<file path="src/verilog/ectmr_consts.svh">
// constants for the prescaled eight-bit cycle counter: offsets, fields, resets
`ifndef ECTMR_CONSTS_SVH
`define ECTMR_CONSTS_SVH

// apb byte offsets
`define ECTMR_OFF_COUNT     12'h000
`define ECTMR_OFF_OPTION    12'h004
`define ECTMR_OFF_INTCTL    12'h008
`define ECTMR_OFF_IRQ_STAT  12'h00c
`define ECTMR_OFF_IRQ_MASK  12'h010

// option register fields
`define ECTMR_OPT_SRC_BIT   5
`define ECTMR_OPT_EDGE_BIT  4
`define ECTMR_OPT_PSA_BIT   3
`define ECTMR_OPT_PS_LSB    0

// interrupt control register fields
`define ECTMR_ICR_IE_BIT    5
`define ECTMR_ICR_IF_BIT    2

// reset values
`define ECTMR_OPTION_RST    8'hff
`define ECTMR_COUNT_RST     8'h00
`define ECTMR_MASK_RST      1'h0

// cycles of increment inhibit after a count write
`define ECTMR_WR_INHIBIT    2'h2

`endif

</file>
<file path="src/verilog/ectmr_pkg.sv">
// types shared by the prescaled eight-bit cycle counter files
package ectmr_pkg;
    typedef logic [7:0] ectmr_byte_t;   // register byte
    typedef logic [2:0] ectmr_ratio_t;  // prescale ratio field
endpackage

</file>
<file path="src/verilog/ectmr_edge_det.sv">
// edge detector for the external count pin with selectable polarity
`timescale 1ns/100ps
`include "ectmr_consts.svh"
module ectmr_edge_det (
    input  wire logic core_clk_i,      // core clock
    input  wire logic rst_n_i,         // async reset, low active
    input  wire logic clk_en_i,        // freeze when low
    input  wire logic pin_i,           // external count pin level
    input  wire logic falling_i,       // 1 = falling edge counts
    output logic      edge_o           // one-cycle edge pulse
);
    import ectmr_pkg::*;

    typedef struct packed {
        logic prev;                    // last sampled pin level
    } ectmr_edge_state_t;

    ectmr_edge_state_t st;             // registered state
    ectmr_edge_state_t next_st;        // next state

    // next state: just follow the pin
    always_comb begin
        next_st      = st;
        next_st.prev = pin_i;
    end

    // register
    always_ff @(posedge core_clk_i or negedge rst_n_i) begin
        if (!rst_n_i) begin
            st <= '0;
        end else if (clk_en_i) begin
            st <= next_st;
        end
    end

    // rising or falling by polarity; gated so a frozen block sees no edge
    assign edge_o = clk_en_i & (falling_i ? (st.prev & ~pin_i)
                                          : (~st.prev & pin_i));
endmodule

</file>
<file path="src/verilog/ectmr_prescaler.sv">
// shared eight-bit prescaler, serving the counter or the watchdog
`timescale 1ns/100ps
`include "ectmr_consts.svh"
module ectmr_prescaler (
    input  wire logic            core_clk_i,   // core clock
    input  wire logic            rst_n_i,      // async reset, low active
    input  wire logic            clk_en_i,     // freeze when low
    input  wire logic            tick_i,       // source event to divide
    input  wire logic            clear_i,      // clear the prescaler
    input  wire ectmr_pkg::ectmr_ratio_t ratio_i, // ratio field
    output logic                 tick_o        // divided event pulse
);
    import ectmr_pkg::*;

    typedef struct packed {
        logic [7:0] cnt;               // hidden count, never on the bus
    } ectmr_ps_state_t;

    ectmr_ps_state_t st;               // registered state
    ectmr_ps_state_t next_st;          // next state
    logic [7:0]      ps_mask;          // low bits that must all be one

    // ratio n gives 2^(n+1): low n+1 bits of the running count all one
    always_comb begin
        ps_mask = 8'hff >> (3'h7 - ratio_i);
        tick_o  = clk_en_i & tick_i & ~clear_i
                  & ((st.cnt & ps_mask) == ps_mask);
    end

    // next state: clear wins, else count source events
    always_comb begin
        next_st = st;
        if (clear_i) begin
            next_st.cnt = 8'h00;
        end else if (tick_i) begin
            next_st.cnt = st.cnt + 8'h01;
        end
    end

    // register
    always_ff @(posedge core_clk_i or negedge rst_n_i) begin
        if (!rst_n_i) begin
            st <= '0;
        end else if (clk_en_i) begin
            st <= next_st;
        end
    end
endmodule

</file>
<file path="src/verilog/ectmr_top.sv">
// prescaled eight-bit cycle counter unit with apb registers and interrupt
// Notes on behaviour
// - source select clear means instruction-cycle timer
// - no prescaler: count once per cycle
// - count write inhibits increment two cycles
// - source select set counts external pin
// - edge select: clear rising, set falling
// - assign bit clear gives prescaler here
// - prescaler count is never readable/writable
// - prescaled ratios one to two through 256
// - wrap ff to 00 sets overflow flag
// - interrupt request only while enable set; irq_o also rises on mask_ovf with stat_ovf
// - flag sticky until software clears it
// - counter stops during sleep
// - one prescaler, one user at a time
// - prescaler is an eight-bit counter
// - count write clears assigned prescaler
// - option low nibble: assign bit, ratio
//
// The placing of the registers and the APB register port were left to the implementer.
`timescale 1ns/100ps
`include "ectmr_consts.svh"
module ectmr_top (
    input  wire logic        core_clk_i,     // core clock, 100 MHz
    input  wire logic        rst_n_i,        // async reset, low active
    input  wire logic        clk_en_i,       // freeze all state when low
    input  wire logic        insn_cycle_i,   // one pulse per instruction cycle
    input  wire logic        sleep_i,        // processor asleep
    input  wire logic        ext_count_i,    // external count pin level
    input  wire logic        wdt_tick_i,     // watchdog output event
    input  wire logic        wdt_clear_i,    // watchdog clear instruction
    input  wire logic        psel,           // apb select
    input  wire logic        penable,        // apb enable
    input  wire logic        pwrite,         // apb direction
    input  wire logic [11:0] paddr,          // apb byte address
    input  wire logic [31:0] pwdata,         // apb write data
    output logic             pready,         // apb ready
    output logic [31:0]      prdata,         // apb read data
    output logic             pslverr,        // apb error
    output logic             wdt_tick_o,     // watchdog event after postscale
    output logic             irq_o           // level interrupt
);
    import ectmr_pkg::*;

    // registered state of the unit apart from the edge detector and prescaler
    typedef struct packed {
        ectmr_byte_t count;        // count register
        ectmr_byte_t option;       // option register
        logic        ovf_ie;       // overflow irq enable
        logic        ovf_flag;     // overflow flag
        logic        stat_ovf;     // sticky bus irq status
        logic        mask_ovf;     // bus irq mask
        logic [1:0]  inhibit;      // cycles left of write inhibit
        logic [31:0] rdata;        // registered read data
        logic        rvalid;       // access answered next edge
    } ectmr_state_t;

    ectmr_state_t st;              // registered state
    ectmr_state_t next_st;         // next state

    logic        src_ext;          // counter mode selected
    logic        psa_wdt;          // prescaler owned by watchdog
    ectmr_ratio_t ratio;           // ratio field
    logic        ext_edge;         // selected pin edge
    logic        src_tick;         // raw source event
    logic        ps_in;            // prescaler input
    logic        ps_out;           // prescaler output
    logic        ps_clear;         // prescaler clear
    logic        inc;              // increment count this cycle
    logic        wr_acc;           // apb write access phase
    logic        rd_acc;           // apb read access phase
    logic        wr_count;         // write hits count register
    logic        known;            // address decodes
    logic        wrap;             // count wraps this cycle

    // option fields
    always_comb begin
        src_ext = st.option[`ECTMR_OPT_SRC_BIT];
        psa_wdt = st.option[`ECTMR_OPT_PSA_BIT];
        ratio   = st.option[`ECTMR_OPT_PS_LSB +: 3];
    end

    ectmr_edge_det u_edge (
        .core_clk_i (core_clk_i),
        .rst_n_i    (rst_n_i),
        .clk_en_i   (clk_en_i),
        .pin_i      (ext_count_i),
        .falling_i  (st.option[`ECTMR_OPT_EDGE_BIT]),
        .edge_o     (ext_edge)
    );

    // source and prescaler steering; the prescaler serves one owner only
    always_comb begin
        src_tick = src_ext ? ext_edge : insn_cycle_i;
        ps_in    = psa_wdt ? wdt_tick_i : src_tick;
        ps_clear = psa_wdt ? wdt_clear_i : wr_count;
        wdt_tick_o = psa_wdt ? ps_out : wdt_tick_i;
    end

    ectmr_prescaler u_ps (
        .core_clk_i (core_clk_i),
        .rst_n_i    (rst_n_i),
        .clk_en_i   (clk_en_i),
        .tick_i     (ps_in),
        .clear_i    (ps_clear),
        .ratio_i    (ratio),
        .tick_o     (ps_out)
    );

    // bus decode; single wait state so reads come from a flop
    always_comb begin
        pready   = st.rvalid;
        prdata   = st.rdata;
        wr_acc   = psel & penable & pwrite & st.rvalid;
        rd_acc   = psel & penable & ~pwrite & ~st.rvalid;
        known    = (paddr == `ECTMR_OFF_COUNT)   || (paddr == `ECTMR_OFF_OPTION)
                || (paddr == `ECTMR_OFF_INTCTL)  || (paddr == `ECTMR_OFF_IRQ_STAT)
                || (paddr == `ECTMR_OFF_IRQ_MASK);
        pslverr  = st.rvalid & ~known;
        wr_count = wr_acc & (paddr == `ECTMR_OFF_COUNT);
    end

    // increment decision: sleep stops it, the inhibit window holds it
    always_comb begin
        inc  = (psa_wdt ? src_tick : ps_out)
               & ~sleep_i & (st.inhibit == 2'h0);
        wrap = inc & (st.count == 8'hff) & ~wr_count;
    end

    // next state
    always_comb begin
        next_st = st;
        // one wait state then ready
        next_st.rvalid = psel & penable & ~st.rvalid;
        // read mux; prescaler count has no address at all
        if (rd_acc) begin
            unique case (paddr)
                `ECTMR_OFF_COUNT:    next_st.rdata = {24'h0, st.count};
                `ECTMR_OFF_OPTION:   next_st.rdata = {24'h0, st.option};
                `ECTMR_OFF_INTCTL:   next_st.rdata = {26'h0, st.ovf_ie, 2'h0,
                                                      st.ovf_flag, 2'h0};
                `ECTMR_OFF_IRQ_STAT: next_st.rdata = {31'h0, st.stat_ovf};
                `ECTMR_OFF_IRQ_MASK: next_st.rdata = {31'h0, st.mask_ovf};
                default:             next_st.rdata = 32'h0;
            endcase
        end else if (psel & penable & pwrite & ~st.rvalid) begin
            // writes answer zero, so a refused write never shows stale read data
            next_st.rdata = 32'h0;
        end
        // inhibit counts down on instruction cycles
        if (st.inhibit != 2'h0 && insn_cycle_i) begin
            next_st.inhibit = st.inhibit - 2'h1;
        end
        // counting
        if (inc) begin
            next_st.count = st.count + 8'h01;
        end
        // register writes
        if (wr_acc) begin
            unique case (paddr)
                `ECTMR_OFF_COUNT: begin
                    next_st.count   = pwdata[7:0];
                    next_st.inhibit = `ECTMR_WR_INHIBIT;
                end
                `ECTMR_OFF_OPTION: next_st.option = pwdata[7:0];
                `ECTMR_OFF_INTCTL: begin
                    next_st.ovf_ie   = pwdata[`ECTMR_ICR_IE_BIT];
                    next_st.ovf_flag = pwdata[`ECTMR_ICR_IF_BIT];
                end
                `ECTMR_OFF_IRQ_STAT: begin
                    if (pwdata[0]) begin
                        next_st.stat_ovf = 1'b0;
                    end
                end
                `ECTMR_OFF_IRQ_MASK: next_st.mask_ovf = pwdata[0];
                default: ;
            endcase
        end
        // set wins over a clear in the same cycle
        if (wrap) begin
            next_st.ovf_flag = 1'b1;
            next_st.stat_ovf = 1'b1;
        end
    end

    // register
    always_ff @(posedge core_clk_i or negedge rst_n_i) begin
        if (!rst_n_i) begin
            st          <= '0;
            st.option   <= `ECTMR_OPTION_RST;
            st.count    <= `ECTMR_COUNT_RST;
            st.mask_ovf <= `ECTMR_MASK_RST;
        end else if (clk_en_i) begin
            st <= next_st;
        end
    end

    // request needs enable and flag; bus mask gates the status copy too
    assign irq_o = (st.ovf_ie & st.ovf_flag)
                 | (st.mask_ovf & st.stat_ovf);
endmodule

</file>
<file path="config.mk">
export PLATFORM = sky130hd
export DESIGN_NAME = ectmr_top
export DESIGN_NICKNAME = d
export VERILOG_FILES = /design/src/verilog/ectmr_pkg.sv /design/src/verilog/ectmr_edge_det.sv /design/src/verilog/ectmr_prescaler.sv /design/src/verilog/ectmr_top.sv
export VERILOG_INCLUDE_DIRS = /design/src /design/src/verilog
export SDC_FILE = /design/constraint.sdc
export NUM_CORES = 1
export LEC_CHECK = 0
export ABC_AREA = 1
export CAP_MARGIN = 20
export CORE_ASPECT_RATIO = 1.5
export CORE_MARGIN = 2
export CORE_UTILIZATION = 65
export CTS_BUF_LIST = sky130_fd_sc_hd__clkbuf_4
export DETAILED_ROUTE_END_ITERATION = 10
export DONT_BUFFER_PORTS = 1
export PLACE_DENSITY = 0.82
export SYNTH_ARGS = -nofsm -noshare
export SYNTH_HDL_FRONTEND = slang
export SYNTH_SLANG_ARGS = --single-unit
</file>
<file path="constraint.sdc">
create_clock -name core_clk_i -period 2.1 [get_ports core_clk_i]
set_input_delay 0.315 -clock core_clk_i [delete_from_list [all_inputs] [get_ports core_clk_i]]
set_output_delay 0.315 -clock core_clk_i [all_outputs]
set_load 0.02 [all_outputs]
</file>
==> impl_metrics.tcl, run 1 <==
set metrics [dict create \
    insertion_delay_ns 0.36 \
    num_vias 2340 \
    netlist_instances 360 \
    die_h_um 83.4 \
    synth_edf_count 0 \
    final_antenna_net_count 0 \
    clock_sinks 40 \
    cts_made_buffers 5 \
    rrSetupSlack_ns 0.15 \
    ys_ff_latch 40 \
    placeableCoreArea_um2 3990 \
    initial_core_util_pct 68.5 \
    critical_path.max_fanout 3 \
    dieWidth_um 57.0 \
    viasPerCell 5.74 \
    r2r-start "st[43]" \
    grt_util_met3_pct 6.85 \
    grt_pass1_vias 2191 \
    worst_r2r_path_depth 14 \
    fin_area_um2 2770 \
    wl_per_cell_um 14.8 \
    drtIter0Drc 103 \
    clk_path_buf_depth 2 \
    avgSynthCellArea_um2 7.60 \
    grt_pass1_wl_mm 9.75 \
    ys_seq_area_share_pct 37.0 \
    critical_path_class "register to output pin" \
    synth-async-reset-ratio_pct 100 \
    io_buffers 0 \
    synth_area_leaders "dfrtp_1 (29%), nand2_1 (11%), buf_4 (8.8%)" \
    hold_path.class "input port to register" \
    synth_cell_types 45 \
    worst_r2r_endpoint "st[50]" \
    tightest_slew_ns 0.547 \
    power_density_nw_per_um2 630 \
    gp_congestion 0.953 \
    dieArea_um2 4750 \
    grt_busiest_layer "met2" \
    antenna_cells 0 \
    grt_util_met2_pct 41.7 \
    wl_mm 6.03 \
    syn_area_um2 2740 \
    status "complete, no violations" \
    finalMaxSlewViolations 0 \
    clk_pin_slew_ns 0.13 \
    cp-end-kind "output pin" \
    placed_area_um2 2620 \
    setup_viol 0 \
    io_pins 91 \
    setup_tns_ns 0 \
    crit_required_ns 1.78 \
    first_pass_iters 4 \
    synthTopCellsByCount "nand2_1 (83), inv_1 (43), buf_4 (32), dfrtp_1 (32), nor2_1 (25)" \
    post-route-drc-count 0 \
    synth-main-ff-cell "dfrtp_1" \
    drv_cap 0 \
    crit_arrival_ns 1.73 \
    startpoint "st[43]" \
    synth_top_area_share_pct 29.3 \
    yosysMostFrequentCell "nand2_1" \
    rows 28 \
    cp-endpoint "wdt_tick_o" \
    grt_overflow_total 0 \
    fmax_mhz 488 \
    hpwl_mm 4.34 \
    finalCritPeriodShare_pct 97.6 \
    drive_above_1_share_pct 16.8 \
    antenna_found_initial 0 \
    fin_skew_ns 0.00750 \
    peakVddDrop_mv 0.455 \
    use_met1_pct 30.7 \
    cts_tree "built" \
    finalHoldViolations 0 \
    grt_start_max_net_pins 41 \
    fill_cells 337 \
    grt_use_total_pct 25.8 \
    rsz0062_at_grt "true" \
    slew_headroom_pct 64.1 \
    num-nets-final 420 \
    cts-htree-levels 2 \
    cts_root_buffer "clkbuf_4" \
    p_leak_uw 0.00136 \
    yosys.area.top_type "dfrtp_1" \
    timing.final.crit_period_ns 2.05 \
    critPathLaunchType "register" \
    ys_warn_count 0 \
    syn2layout_area_growth_pct 1.37 \
]
-- worst min-delay path by stage --
stage	cells after the start	slack, ns	end	start
2_1_floorplan	0	0.02	prdata[0]	rst_n_i
3_3_place_gp	0	0.02	prdata[7]	rst_n_i
3_5_place_dp	0	0.02	pready	rst_n_i
4_1_cts	1	0.05	u_edge.st	clk_en_i
5_1_grt	1	0.05	pready	clk_en_i
6_report	1	0.06	u_edge.st	clk_en_i
-- cell type report --
type / count / area, µm² / area share (%)
Multi-Input combinational cell: 254 / 1360 / 49.1
Sequential cell: 40 / 1010 / 36.5
Inverter: 51 / 198 / 7.13
Timing Repair Buffer: 10 / 93.8 / 3.38
Tap cell: 45 / 56.3 / 2.03
Clock buffer: 5 / 37.5 / 1.35
Clock inverter: 3 / 13.8 / 0.496
-- timing repair --
item / 4_1_cts / 5_1_grt
hold buffers: 2 / 0
gates resized for setup: 2 / 13
setup endpoints to repair: 1 / 1
pin swaps: 0 / 7
buffers inserted: 2 / 2
endpoints found under the hold margin: 40 / 0
-- stage by stage --
step	total power (µW)	std cells	util, %	setup slack (ns)	hold WS (ns)
floorplan	1290	383	-	0.274	0.0194
global placement	1310	394	65.7	0.320	0.0207
detailed placement	1330	394	65.7	0.266	0.0203
CTS	1740	406	68.1	0.0204	0.0501
global route	1850	408	69.4	-0.0297	0.0479
finish	1750	408	69.4	0.0503	0.0564
-- cell families after synthesis --
group	Yosys count	synth area share (%)
simple gates	164	28.8
compound gates	52	11.3
buf+inv	89	17.4
fa+ha+maj	3	1.37
flops	40	37.0
mux	5	2.06
xor+xnor	6	1.92
other cells	1	0.137
-- metal layers --
layer	part of all wire, %	vias to the layer above
li1	-	1123
met1	38	1118
met2	53	81
met3	5.5	18
met4	3.4	0
met5	0	-
-- placed cells by master, fill, tap and decap left out, types with 7 or more instances in the layout --
cell type / count
buf_4: 7
conb_1: 24
dfrtp_1: 31
dfstp_2: 8
inv_1: 43
nand2_1: 80
nand3_1: 21
nand4_1: 10
nor2_1: 25
o21ai_0: 21
o22ai_1: 7
-- sequential cells by signal (all words and copies together) (netlist names) --
signal,flops
pready,1
u_ps.st,8
src_ext,1
psa_wdt,1
st,17
u_edge.st,1
ratio,3
prdata,8
-- where the power goes --
part           switching [µW]  internal [µW]
combinational             276            145
clock                     272            123
sequential               76.6            855
-- critical path: stages (launching register included) --
cell and delay [ns]:
dfstp_2 0.57, nand3_2 0.06, nand2_2 0.07, nand2_2 0.07, nand3_2 0.07, nand2_2 0.08, inv_4 0.07, nand3_4 0.08
o21ai_2 0.16, buf_6 0.13
Note: power is estimated with default switching activity, not from simulation.
==> inputs of run 2 (changes only) <==
--- a/config.mk
+++ b/config.mk
@@ -6,7 +6,6 @@
 export SDC_FILE = /design/constraint.sdc
 export NUM_CORES = 1
 export LEC_CHECK = 0
-export ABC_AREA = 1
 export CAP_MARGIN = 20
 export CORE_ASPECT_RATIO = 1.5
 export CORE_MARGIN = 2
==> impl_metrics.tcl, run 2 <==
set metrics [dict create \
    initial_core_util_pct 68.0 \
    status "finished, violations left" \
    ys_ff_latch 40 \
    clock_sinks 40 \
    peakVddDrop_mv 0.497 \
    netlist_instances 305 \
    die_h_um 83.2 \
    fin_area_um2 2860 \
    dp_worst_setup_slack_ns -0.0232 \
    insertion_delay_ns 0.34 \
    fin_cells 363 \
    wl_per_cell_um 16.7 \
    power_density_nw_per_um2 557 \
    critical_path.max_fanout 5 \
    synth_edf_count 0 \
    cts-htree-levels 2 \
    fmax_mhz 423 \
    top_register "st" \
    startpoint "src_ext" \
    placeableCoreArea_um2 3990 \
    worstHoldStart "clk_en_i" \
    synth-main-ff-cell "dfrtp_1" \
    timing.final.crit_period_ns 2.36 \
    crit_arrival_ns 2.05 \
    synth_top_area_share_pct 29.5 \
    drtIter0Drc 110 \
    io_pins 91 \
    final_antenna_net_count 0 \
    layout_commonest_cell "dfrtp_1" \
    violations "setup timing" \
    cp-endpoint "wdt_tick_o" \
    m1WireLength_mm 2.26 \
    avgSynthCellArea_um2 8.91 \
    synth_area_leaders "dfrtp_1 (29%), buf_4 (8.8%), dfstp_2 (7.7%)" \
    dpl.cell_count 349 \
    drive_above_1_share_pct 19.8 \
    finalHoldViolations 0 \
    wl_mm 6.05 \
    grt_pass1_wl_mm 9.77 \
    synthTopCellsByCount "buf_4 (32), dfrtp_1 (32), nand2_1 (31)" \
    crit_required_ns 1.78 \
    post-route-drc-count 0 \
    p_leak_uw 0.00126 \
    gp_congestion 0.972 \
    critPathLaunchType "register" \
    worst_r2r_endpoint "st[48]" \
    antenna_cells 0 \
    setup_slack_ns -0.263 \
    cts_tree "built" \
    met3_length_um 335 \
    hpwl_mm 4.50 \
    final_cell_mix "dfrtp_1 (32), nand2_1 (31), conb_1 (24)" \
    fill_cells 315 \
    first_pass_iters 4 \
    dieWidth_um 56.8 \
    setup_viol 5 \
    grt_overflow_total 0 \
    clk_pin_slew_ns 0.12 \
    p_total_uw 1590 \
    finalCritPeriodShare_pct 113 \
    synth_cell_types 58 \
    synth-async-reset-ratio_pct 100 \
    syn2layout_area_growth_pct 5.34 \
    rrSetupSlack_ns -0.12 \
    cts_made_buffers 5 \
    r2r-start "src_ext" \
    num_vias 2287 \
    cp-end-kind "output pin" \
    cts_root_buffer "clkbuf_4" \
    syn_area_um2 2720 \
    io_buffers 0 \
    worst_r2r_path_depth 7 \
    num-nets-final 375 \
    critical_path_class "register to output pin" \
    grt_start_max_net_pins 41 \
    grt_use_total_pct 25.9 \
    finalMaxSlewViolations 0 \
    rsz0062_at_grt "true" \
    largest_reg_flops 17 \
    highest_layer "met4" \
    clk_path_buf_depth 2 \
    viasPerCell 6.30 \
    rows 28 \
    antenna_found_initial 0 \
    ys_warn_count 0 \
    grt_pass1_vias 2108 \
    placed_area_um2 2730 \
    drv_cap 0 \
    yosys.area.top_type "dfrtp_1" \
    setup_tns_ns -0.507 \
    fin_skew_ns 0.0133 \
    met2_length_mm 3.24 \
    hold_path.class "input port to register" \
    ys_seq_area_share_pct 37.2 \
    dieArea_um2 4720 \
]
## run 2: cell types whose count changed after synthesis, sizes merged, moves of 7 or more
cell / before / now
o21ai: 28 / 19
nand2: 87 / 31
nand3: 27 / 17
mux2: 5 / 12
nor2: 28 / 21
mux2i: 0 / 12
a21oi: 6 / 15
inv: 48 / 9
## run 2: logic make-up (layout without fill, tap and decap cells)
family	count (synthesis)	in the layout	synth area share [%]
xor gates and xnor gates	1	1	0.322
buffers and inverters	53	43	12.3
DFF	40	40	37.2
other	1	24	0.138
adders and majority gates	3	3	1.38
muxes	24	24	9.40
AOI/OAI and AO/OA	67	67	17.1
and+or+nand+nor	116	116	22.2
## run 2: how the worst min path moves through the flow
stage                end  slack, ns  depth (start not counted)
6_report          st[49]       0.05                          1
5_1_grt           st[49]       0.04                          1
4_1_cts           st[49]       0.04                          1
3_5_place_dp   prdata[0]       0.02                          0
3_3_place_gp   prdata[2]       0.02                          0
2_1_floorplan  prdata[0]       0.02                          0
## run 2: layer usage
layer / global-route usage, % / up-vias
li1: - / 1077
met1: 29.4 / 1098
met2: 46.2 / 94
met3: 5.14 / 18
met4: 10.8 / 0
met5: 0 / -
## run 2: area by class of cell
| type | instances | area (µm²) | share of cell area, % |
|---|---|---|---|
| Inverter | 9 | 33.8 | 1.18 |
| Clock buffer | 7 | 52.6 | 1.84 |
| Sequential cell | 40 | 1010 | 35.3 |
| Timing Repair Buffer | 26 | 223 | 7.78 |
| Multi-Input combinational cell | 235 | 1480 | 51.8 |
| Clock inverter | 1 | 3.75 | 0.131 |
| Tap cell | 45 | 56.3 | 1.97 |
## run 2: critical path, stage by stage (launching register included)
cell      delay (ns)
dfstp_2         0.58
and4b_1         0.25
nor4_2          0.08
a211oi_2        0.20
o211ai_1        0.17
o32ai_2         0.24
buf_4           0.19
## run 2: through the flow
| step | util, % | hold slack [ns] |
|---|---|---|
| after floorplan | - | 0.0194 |
| after global placement | 68.4 | 0.0204 |
| after detailed placement | 68.4 | 0.0204 |
| after CTS | 71.1 | 0.0405 |
| after global routing | 71.6 | 0.0414 |
| final | 71.6 | 0.0461 |
## run 2: timing repair
item,in CTS,in global routing
hold buffers,2,0
endpoints found under the setup margin,2,9
resized for setup,2,4
pin swaps,5,3
buffers inserted,2,2
endpoints found under the hold margin,40,0
## run 2: power by group
group / internal [µW] / switching (µW)
clock network: 155 / 241
registers: 819 / 43.7
logic: 134 / 200
==> inputs of run 3 (changes only) <==
--- a/config.mk
+++ b/config.mk
@@ -14,6 +14,7 @@
 export DETAILED_ROUTE_END_ITERATION = 10
 export DONT_BUFFER_PORTS = 1
 export PLACE_DENSITY = 0.82
+export SKIP_LAST_GASP = 1
 export SYNTH_ARGS = -nofsm -noshare
 export SYNTH_HDL_FRONTEND = slang
 export SYNTH_SLANG_ARGS = --single-unit
==> impl_metrics.tcl, run 3 (same netlist as run 2, synthesis figures left out) <==
set metrics [dict create \
    status "finished, violations left" \
    violations "setup timing" \
    finalHoldViolations 0 \
    power_density_nw_per_um2 557 \
    hold_slack_ns 0.0449 \
    m1WireLength_mm 2.26 \
    p_switching_uw 485 \
    pwr-share-seq_pct 54.1 \
    dieArea_um2 4720 \
    dpl.cell_count 349 \
    num-nets-final 375 \
    largest_reg_flops 17 \
    hpwl_mm 4.50 \
    antenna_cells 0 \
    die_h_um 83.2 \
    grt_overflow_total 0 \
    peakVddDrop_mv 0.496 \
    met2_length_mm 3.28 \
    cts-htree-levels 2 \
    rows 28 \
    clk_path_buf_depth 2 \
    grt_pass1_wl_mm 9.77 \
    clk_pin_slew_ns 0.12 \
    grt_start_max_net_pins 41 \
    wl_mm 6.07 \
    first_pass_iters 4 \
    dieWidth_um 56.8 \
    worstPathCellList "and4b_1 > nor4_2 > a211oi_2 > o211ai_1 > o32ai_2 > buf_4" \
    num_vias 2284 \
    highest_layer "met4" \
    worst_r2r_path_depth 7 \
    cp-end-kind "output pin" \
    p_leak_uw 0.00126 \
    syn2layout_area_growth_pct 5.34 \
    worstHoldStart "clk_en_i" \
    rrSetupSlack_ns -0.12 \
    finalMaxSlewViolations 0 \
    p_comb_share_pct 21.0 \
    critical_path_class "register to output pin" \
    setup_slack_ns -0.265 \
    hold_path.class "input port to register" \
    gp_congestion 0.972 \
    slowest_stage "dfstp_2" \
    post-route-drc-count 0 \
    p_clk_share_pct 24.9 \
    critical_path.max_fanout 5 \
    worst_r2r_endpoint "st[48]" \
    initial_core_util_pct 68.0 \
    grt_pass1_vias 2108 \
    layout_commonest_cell "dfrtp_1" \
    critPathMaxStageDelay_ns 0.58 \
    fmax_mhz 423 \
    placeableCoreArea_um2 3990 \
    netSwitchingFraction_pct 30.4 \
    final_antenna_net_count 0 \
    met3_length_um 327 \
    internal_power_uw 1110 \
    io_pins 91 \
    critPathLaunchType "register" \
    cts_root_buffer "clkbuf_4" \
    timing.final.crit_period_ns 2.36 \
    min_to "st[49]" \
    r2r-start "src_ext" \
    clock_sinks 40 \
    drv_cap 0 \
    io_buffers 0 \
    grt_use_total_pct 25.9 \
    final_cell_mix "dfrtp_1 (32), nand2_1 (31), conb_1 (24)" \
    setup_viol 6 \
    rsz0062_at_grt "true" \
    wl_per_cell_um 16.7 \
    antenna_found_initial 0 \
    drive_above_1_share_pct 19.8 \
    viasPerCell 6.29 \
    top_register "st" \
    drtIter0Drc 109 \
    finalCritPeriodShare_pct 113 \
    crit_required_ns 1.78 \
    fin_skew_ns 0.0129 \
    cts_tree "built" \
    crit_arrival_ns 2.05 \
    fin_cells 363 \
    hold_depth 1 \
    setup_tns_ns -0.539 \
    cts_made_buffers 5 \
    insertion_delay_ns 0.34 \
]
run 3: cell count changes in the layout (fill, tap and decap cells not counted):
| cell | before | now |
|---|---|---|
| o311ai_0 | 0 | 1 |
| o311ai_1 | 1 | 0 |
run 3: stage by stage:
stage	cell area [µm²]	setup slack (ns)	util, %	power [µW]
detailed placement	2730	-0.0232	68.4	1180
global route	2860	-0.345	71.6	1680
CTS	2840	-0.217	71.1	1610
global placement	2730	0.00482	68.4	1170
floorplan	2810	0.0370	-	1150
finish	2860	-0.265	71.6	1590
run 3: cell type report:
class                           count  area, µm²
Multi-Input combinational cell    235       1480
Fill cell                         315       1130
Sequential cell                    40       1010
Timing Repair Buffer               26        223
Tap cell                           45       56.3
Clock buffer                        7       52.6
Inverter                            9       33.8
Clock inverter                      1       3.75
run 3: critical path, delay by kind of cell (launching register included):
| kind | cells | cell delay (ns) |
|---|---|---|
| compound gates | 3 | 0.61 |
| buf+inv | 1 | 0.19 |
| flops | 1 | 0.58 |
| simple gates | 2 | 0.33 |
run 3: worst max-delay path by stage:
stage / startpoint / to / slack, ns / cells past startpoint
after CTS: src_ext / wdt_tick_o / -0.22 / 6
after global placement: src_ext / wdt_tick_o / 0.005 / 6
after global routing: src_ext / wdt_tick_o / -0.35 / 6
final: src_ext / wdt_tick_o / -0.26 / 6
after detailed placement: src_ext / wdt_tick_o / -0.02 / 6
after floorplan: src_ext / wdt_tick_o / 0.04 / 5
run 3: what timing repair did:
item,CTS,global route
hold buffers,2,0
pin swaps,5,3
endpoints found under the setup margin,2,9
gates resized for setup,2,3
endpoints found under the hold margin,40,0
buffers inserted,2,2
cloned,0,0
run 3: layer usage:
metal  GRT usage (%)  vias up
met5               0        -
met4            10.8        0
met3            5.14       14
met2            46.2       92
met1            29.4     1100
li1                -     1078
run 3: power groups by stage:
stage / clock network [µW] / logic, µW / registers, µW
2_1_floorplan: 0 / 279 / 874
3_3_place_gp: 0 / 298 / 874
3_5_place_dp: 0 / 306 / 877
4_1_cts: 410 / 332 / 863
5_1_grt: 434 / 373 / 869
6_report: 396 / 334 / 862
